$ cat src/brms_pkg.sv
// Constants and types for the bus-rights mode selection block.
// Assumes one 125 MHz system clock and a synchronous active-high reset.
//
// Summary of operation
// Boot space width from two pins: 00=8, 01=16, 10=32, 11 forbidden.
// Surroundings keep both boot width pins stable while the device runs.
// Slave-select pin high puts device in total slave mode, share bit ignored.
// Slave-select low with share bit set gives partial-share master mode.
// Slave-select low with share bit clear gives total master mode.
// Total master owns the bus and accesses anything without requesting.
// Total master hands the bus to another CPU that requests it.
// Total slave requests and waits for grant; master must answer with grant.
// Partial-share master requests and waits for grant before shared space.
// Partial-share master reaches spaces zero, one, three without a request.
// Surroundings keep slave-select pin still during any external access.
// Granted device holds bus until access completes, then drops its request.
package brms_pkg;

  // ****************************************************************
  // Encodings
  // ****************************************************************
  localparam logic [1:0] WIDTH_SEL_8 = 2'h0;
  localparam logic [1:0] WIDTH_SEL_16 = 2'h1;
  localparam logic [1:0] WIDTH_SEL_32 = 2'h2;
  localparam logic [1:0] WIDTH_SEL_BAD = 2'h3;

  localparam logic [1:0] SPACE_BOOT = 2'h0;
  localparam logic [1:0] SPACE_ONE = 2'h1;
  localparam logic [1:0] SPACE_SHARED = 2'h2;
  localparam logic [1:0] SPACE_THREE = 2'h3;

  // Bus width code driven out: one-hot 8/16/32
  localparam logic [2:0] BUS_W8 = 3'h1;
  localparam logic [2:0] BUS_W16 = 3'h2;
  localparam logic [2:0] BUS_W32 = 3'h4;

  // ****************************************************************
  // Types
  // ****************************************************************
  typedef enum logic [1:0] {
    MODE_TOTAL_MASTER,
    MODE_PARTIAL_SHARE,
    MODE_TOTAL_SLAVE
  } brms_mode_e;

  typedef enum logic [1:0] {
    ARB_IDLE,
    ARB_REQ,
    ARB_OWN,
    ARB_LENT
  } brms_arb_e;

endpackage : brms_pkg

$ cat src/brms_sync.sv
// Three-stage synchroniser with agreement of the last two stages.
// Assumes the input is a slow level from a pin or another device.
`timescale 1ns/100ps
module brms_sync (
  // Clock and reset
  input wire logic clock_i,
  input wire logic srst_i,
  // Data
  input wire logic d_i,
  output logic q_o
);

  typedef struct packed {
    logic s1;
    logic s2;
    logic s3;
    logic q;
  } brms_sync_s;

  brms_sync_s st_r;
  brms_sync_s st_nxt;

  always_comb begin
    st_nxt = st_r;
    st_nxt.s1 = d_i;
    st_nxt.s2 = st_r.s1;
    st_nxt.s3 = st_r.s2;
    // Only a settled level counts
    if (st_r.s2 == st_r.s3) begin
      st_nxt.q = st_r.s3;
    end
    if (srst_i) begin
      st_nxt = '0;
    end
  end

  always_ff @(posedge clock_i) begin
    st_r <= st_nxt;
  end

  assign q_o = st_r.q;

endmodule // brms_sync

$ cat src/brms_mode_select.sv
// Mode selection and bus-rights arbitration for the external bus.
// Assumes mode pins are static straps and the access engine holds
// its request until done is seen.
`timescale 1ns/100ps
module brms_mode_select (
  // Clock and reset
  input wire logic clock_i,
  input wire logic srst_i,
  // Mode pins
  input wire logic boot_width_sel_lo_i,
  input wire logic boot_width_sel_hi_i,
  input wire logic slave_select_pin_i,
  // Bus control register one share bit
  input wire logic partial_share_bit_i,
  // Access engine side
  input wire logic acc_req_i,
  input wire logic [1:0] acc_space_i,
  input wire logic acc_done_i,
  output logic acc_go_o,
  // Bus rights link to other CPU
  input wire logic other_req_i,
  output logic other_ack_o,
  output logic bus_req_o,
  input wire logic bus_grant_i,
  // Status
  output logic [2:0] boot_width_o,
  output logic width_bad_o,
  output logic [1:0] mode_o,
  output logic owns_bus_o
);

  // ****************************************************************
  // Pin synchronisers
  // ****************************************************************
  logic wlo_s;
  logic whi_s;
  logic slv_s;
  logic oreq_s;
  logic gnt_s;
  logic [4:0] raw_pins;
  logic [4:0] syn_pins;

  assign raw_pins = {boot_width_sel_lo_i, boot_width_sel_hi_i,
                     slave_select_pin_i, other_req_i, bus_grant_i};

  genvar gi;
  generate
    for (gi = 0; gi < 5; gi++) begin : g_sync
      brms_sync u_sync (
        .clock_i(clock_i),
        .srst_i(srst_i),
        .d_i(raw_pins[gi]),
        .q_o(syn_pins[gi])
      );
    end
  endgenerate

  assign {wlo_s, whi_s, slv_s, oreq_s, gnt_s} = syn_pins;

  // ****************************************************************
  // State
  // ****************************************************************
  typedef struct packed {
    brms_pkg::brms_arb_e arb;
    brms_pkg::brms_mode_e mode;
    logic [2:0] width;
    logic width_bad;
    logic bus_req;
    logic other_ack;
  } brms_state_s;

  brms_state_s st_r;
  brms_state_s st_nxt;

  logic need_grant;
  brms_pkg::brms_mode_e mode_now;

  always_comb begin
    // Mode decode; pin wins over share bit
    if (slv_s) begin
      mode_now = brms_pkg::MODE_TOTAL_SLAVE;
    end else if (partial_share_bit_i) begin
      mode_now = brms_pkg::MODE_PARTIAL_SHARE;
    end else begin
      mode_now = brms_pkg::MODE_TOTAL_MASTER;
    end
    // Who must ask before touching the bus
    unique case (st_r.mode)
      brms_pkg::MODE_TOTAL_SLAVE: need_grant = 1'b1;
      brms_pkg::MODE_PARTIAL_SHARE:
        need_grant = (acc_space_i == brms_pkg::SPACE_SHARED);
      default: need_grant = 1'b0;
    endcase
  end

  always_comb begin
    st_nxt = st_r;
    st_nxt.mode = mode_now;
    // Width follows straps; forbidden code flagged, narrowest kept
    unique case ({whi_s, wlo_s})
      brms_pkg::WIDTH_SEL_8: st_nxt.width = brms_pkg::BUS_W8;
      brms_pkg::WIDTH_SEL_16: st_nxt.width = brms_pkg::BUS_W16;
      brms_pkg::WIDTH_SEL_32: st_nxt.width = brms_pkg::BUS_W32;
      brms_pkg::WIDTH_SEL_BAD: st_nxt.width = brms_pkg::BUS_W8;
    endcase
    st_nxt.width_bad = ({whi_s, wlo_s} == brms_pkg::WIDTH_SEL_BAD);

    unique case (st_r.arb)
      brms_pkg::ARB_IDLE: begin
        if (st_r.mode == brms_pkg::MODE_TOTAL_MASTER && oreq_s) begin
          st_nxt.arb = brms_pkg::ARB_LENT;
          st_nxt.other_ack = 1'b1;
        end else if (acc_req_i && need_grant) begin
          st_nxt.arb = brms_pkg::ARB_REQ;
          st_nxt.bus_req = 1'b1;
        end else if (acc_req_i) begin
          st_nxt.arb = brms_pkg::ARB_OWN;
        end
      end
      brms_pkg::ARB_REQ: begin
        if (gnt_s) begin
          st_nxt.arb = brms_pkg::ARB_OWN;
        end
      end
      brms_pkg::ARB_OWN: begin
        // Keep the bus until the access ends, then drop request
        if (acc_done_i) begin
          st_nxt.arb = brms_pkg::ARB_IDLE;
          st_nxt.bus_req = 1'b0;
        end
      end
      brms_pkg::ARB_LENT: begin
        // Bus returns only when the borrower drops its request
        if (!oreq_s) begin
          st_nxt.arb = brms_pkg::ARB_IDLE;
          st_nxt.other_ack = 1'b0;
        end
      end
    endcase

    if (srst_i) begin
      st_nxt.arb = brms_pkg::ARB_IDLE;
      st_nxt.mode = brms_pkg::MODE_TOTAL_MASTER;
      st_nxt.width = brms_pkg::BUS_W8;
      st_nxt.width_bad = 1'b0;
      st_nxt.bus_req = 1'b0;
      st_nxt.other_ack = 1'b0;
    end
  end

  always_ff @(posedge clock_i) begin
    st_r <= st_nxt;
  end

  // ****************************************************************
  // Outputs
  // ****************************************************************
  assign acc_go_o = (st_r.arb == brms_pkg::ARB_OWN);
  assign owns_bus_o = (st_r.arb == brms_pkg::ARB_OWN);
  assign other_ack_o = st_r.other_ack;
  assign bus_req_o = st_r.bus_req;
  assign boot_width_o = st_r.width;
  assign width_bad_o = st_r.width_bad;
  assign mode_o = st_r.mode;

endmodule // brms_mode_select

$ cat config.mk
export PLATFORM = sky130hd
export DESIGN_NAME = brms_mode_select
export DESIGN_NICKNAME = d
export VERILOG_FILES = /design/src/brms_pkg.sv /design/src/brms_sync.sv /design/src/brms_mode_select.sv
export SDC_FILE = /design/constraint.sdc
export NUM_CORES = 1
export LEC_CHECK = 0
export BUFFER_PORTS_ARGS = -buffer_cell sky130_fd_sc_hd__buf_2
export CAP_MARGIN = 20
export CORE_UTILIZATION = 38
export CTS_CLUSTER_DIAMETER = 60
export DETAILED_ROUTE_END_ITERATION = 7
export PLACE_DENSITY = 0.58
export SETUP_SLACK_MARGIN = 0.1
export SYNTH_ARGS = -nofsm -noshare
export SYNTH_HDL_FRONTEND = slang
export SYNTH_SLANG_ARGS = --single-unit
$ cat constraint.sdc
create_clock -name clock_i -period 1.2 [get_ports clock_i]
set_input_delay 0.24 -clock clock_i [delete_from_list [all_inputs] [get_ports clock_i]]
set_output_delay 0.24 -clock clock_i [all_outputs]
set_load 0.01 [all_outputs]
==> flow_metrics.py <==
metrics = {
    "outcome": {
        "status": "complete, but fails checks",
        "violations": "DRC",
    },
    "run": {
        "cap_violations": 0,
    },
    "worst_setup_path": {
        "r2r_cells": 5,
        "cp.required_ns": 1.42,
        "critPathMaxFanout": 3,
        "cp-startpoint": "mode_o[1]$_SDFF_PP0_",
        "worstSetupEndpointType": "flip-flop",
        "rr_endpoint": "bus_req_o$_SDFFE_PP0P_",
        "reg2reg_slack_ns": 0.02,
        "worstSetupStartpointType": "flip-flop",
        "r2r-start": "mode_o[1]$_SDFF_PP0_",
        "cp_data_arrival_time_ns": 1.40,
        "setup.worst_path.class": "flip-flop to flip-flop",
    },
    "grt": {
        "overflow": 0,
        "grt_max_degree": 17,
        "grt_pass1_vias": 747,
        "grtUsageTotal_pct": 12.8,
        "grt_pass1_wl_um": 3060,
        "antenna_found_initial": 0,
    },
    "timing": {
        "worst_slack_ns": 0.0237,
        "holdWs_ns": 0.126,
        "fmax_mhz": 850,
        "final_max_slew_viol_count": 0,
        "finalHoldViolations": 0,
        "setup_tns_ns": 0,
        "setup_viol_count_final": 0,
        "finalCriticalPeriod_ns": 1.18,
        "slew_headroom_pct": 85.6,
        "finalCritPeriodShare_pct": 98.0,
        "finalClockSkew_ns": 0.00247,
        "rsz0062_at_grt": "true",
        "worstMarginPinSlew_ns": 0.216,
    },
    "logic_synthesis": {
        "yosys.area.top_type": "dfxtp_1",
        "synthTopCellsByArea": "dfxtp_1 (52%), nor2b_1 (10%), ha_1 (6.5%), buf_4 (4.6%), o21ai_0 (3.1%)",
        "synth_area_per_cell_um2": 10.1,
        "synthDistinctLibCells": 26,
        "synth_nets": 132,
        "synth_warnings": 0,
        "yosys_register_bits": 30,
        "synthCells": 114,
        "netlist_area_um2": 1150,
        "synth-seq-area-share_pct": 52.3,
        "synth_top_area_share_pct": 52.3,
    },
    "cells_and_area": {
        "regArea_um2": 614,
        "multi_input_area_um2": 479,
        "fill_cells": 271,
        "area_delta_synth_final_pct": 20.7,
        "layout_common_cells": "dfxtp_1 (25), buf_2 (20), nor2b_1 (19), nand2_1 (8)",
        "nets": 155,
        "layout-drive-gt1-share_pct": 37.0,
        "insertedDiodeCount": 0,
        "layout_commonest_cell": "dfxtp_1",
        "layout.cells.non_filler": 169,
    },
    "die": {
        "die_h_um": 57.0,
        "die-area_um2": 3240,
        "start_util_pct": 40.9,
        "core_area_um2": 2810,
        "rows": 19,
        "die_w_um": 57.0,
        "io_pins": 22,
    },
    "placement": {
        "pre_cts_ws_ns": 0.0303,
        "port_buffers": 21,
        "hpwl_um": 1130,
        "gp_congestion": 0.770,
        "placedCellCount": 158,
    },
    "cts": {
        "clkTransAtPathRegs_ns": 0.09,
        "htreeDepth": 2,
        "cts_made_buffers": 5,
        "clk_path_buf_depth": 2,
        "clock-sinks": 30,
        "cts_tree": "built",
        "root_buffer": "clkbuf_4",
        "clock_latency_ns": 0.32,
        "cts_hold_buf": 0,
    },
    "detailed_routing": {
        "vias_per_cell": 4.70,
        "dr.pass1.iters": 6,
        "drc": 2,
        "wirelength_um": 1680,
        "wire_per_inst_um": 9.93,
        "vias": 795,
        "drtAntennaViolNets": 0,
        "drt_iter0_markers": 11,
    },
    "power": {
        "power_mw": 1.93,
        "power_density_nw_per_um2": 1400,
        "clockPowerShare_pct": 40.0,
        "internal_power_mw": 1.52,
        "seq_power_share_pct": 53.4,
        "p_sw_share_pct": 21.5,
        "ir_drop_mv": 0.551,
        "pwr-share-comb_pct": 6.6,
        "p_leak_nw": 0.597,
        "p_switching_mw": 0.416,
    },
    "worst_hold_path": {
        "hold_start": "bus_grant_i",
        "whs_endpoint": "g_sync[0].u_sync.st_r[3]$_SDFF_PP0_",
        "hold_depth": 2,
        "hold_path.class": "input port to flip-flop",
    },
}
power by group through the flow:
stage | Sequential (mW) | Clock [mW] | Combinational (mW)
after detailed placement | 1.06 | 0 | 0.102
after global placement | 1.06 | 0 | 0.0983
after CTS | 1.03 | 0.809 | 0.123
after global routing | 1.04 | 0.852 | 0.143
final | 1.03 | 0.773 | 0.128
after floorplan | 1.05 | 0 | 0.0834
cell usage after synthesis:
cell type / instances
nor3b_1: 1
a31oi_1: 1
inv_1: 5
a21oi_1: 6
or2_2: 1
buf_4: 7
nand2b_1: 3
nor3b_2: 1
o211a_1: 1
nor2b_1: 19
nor3_2: 1
buf_6: 1
o2bb2ai_1: 1
buf_2: 3
a21o_1: 1
o211ai_2: 1
o2111ai_1: 1
nand4b_1: 1
nor2_1: 3
dfxtp_1: 30
and3b_1: 1
o21ai_0: 7
nand2_1: 8
ha_1: 6
o21a_1: 1
nand3_1: 3
flip-flops by register name (all words and copies together), names as in the netlist:
register            flops
mode_o                  2
width_bad_o             1
boot_width_o            3
g_sync.u_sync.st_r     15
st_r                    2
g_sync.u_sync.q_o       5
bus_req_o               1
other_ack_o             1
per-stage QoR:
stage | utilization [%] | area, µm²
6_report | 49.4 | 1390
5_1_grt | 49.4 | 1390
4_1_cts | 48.8 | 1370
3_5_place_dp | 44.2 | 1240
3_3_place_gp | 44.2 | 1240
2_1_floorplan | - | 1150
how the worst max path moves through the flow:
stage / to / cells past startpoint
floorplan: bus_req_o$_SDFFE_PP0P_ / 5
global placement: bus_req_o$_SDFFE_PP0P_ / 5
detailed placement: bus_req_o$_SDFFE_PP0P_ / 5
CTS: owns_bus_o / 3
global route: st_r[9]$_SDFFE_PP0P_ / 5
finish: bus_req_o$_SDFFE_PP0P_ / 5
final cells by class:
type / count / share of cell area [%]
Clock buffer: 5 / 2.71
Sequential cell: 30 / 44.4
Multi-Input combinational cell: 68 / 34.6
Timing Repair Buffer: 27 / 11.3
Inverter: 5 / 1.36
Clock inverter: 3 / 2.89
Tap cell: 31 / 2.80
critical path, cell delays in order, from the launching register on:
cell,delay (ns)
dfxtp_2,0.35
inv_2,0.05
ha_4,0.14
and3b_1,0.18
o211a_1,0.23
o2bb2ai_1,0.12
kinds of logic after synthesis:
group,synth area share (%)
flip-flops,52.3
AO/OA/AOI/OAI,11.0
buffers and inverters,8.51
adder cells (fa/ha/maj),6.54
AND/OR/NAND/NOR,21.6
timing repair:
action,CTS,global route
endpoints found under the setup margin,6,8
pin swaps,3,2
gates resized for setup,11,5
buffers inserted,3,0
endpoints found under the hold margin,0,0
metal layers:
layer / vias to the layer above / GRT usage, % / wire length [µm]
met5: - / 0 / 0
met4: 0 / 10.5 / 41
met3: 5 / 4.76 / 71
met1: 360 / 13.3 / 742
met2: 16 / 20.5 / 823
li1: 414 / - / -
No activity file was read; power rests on OpenSTA's default activity.
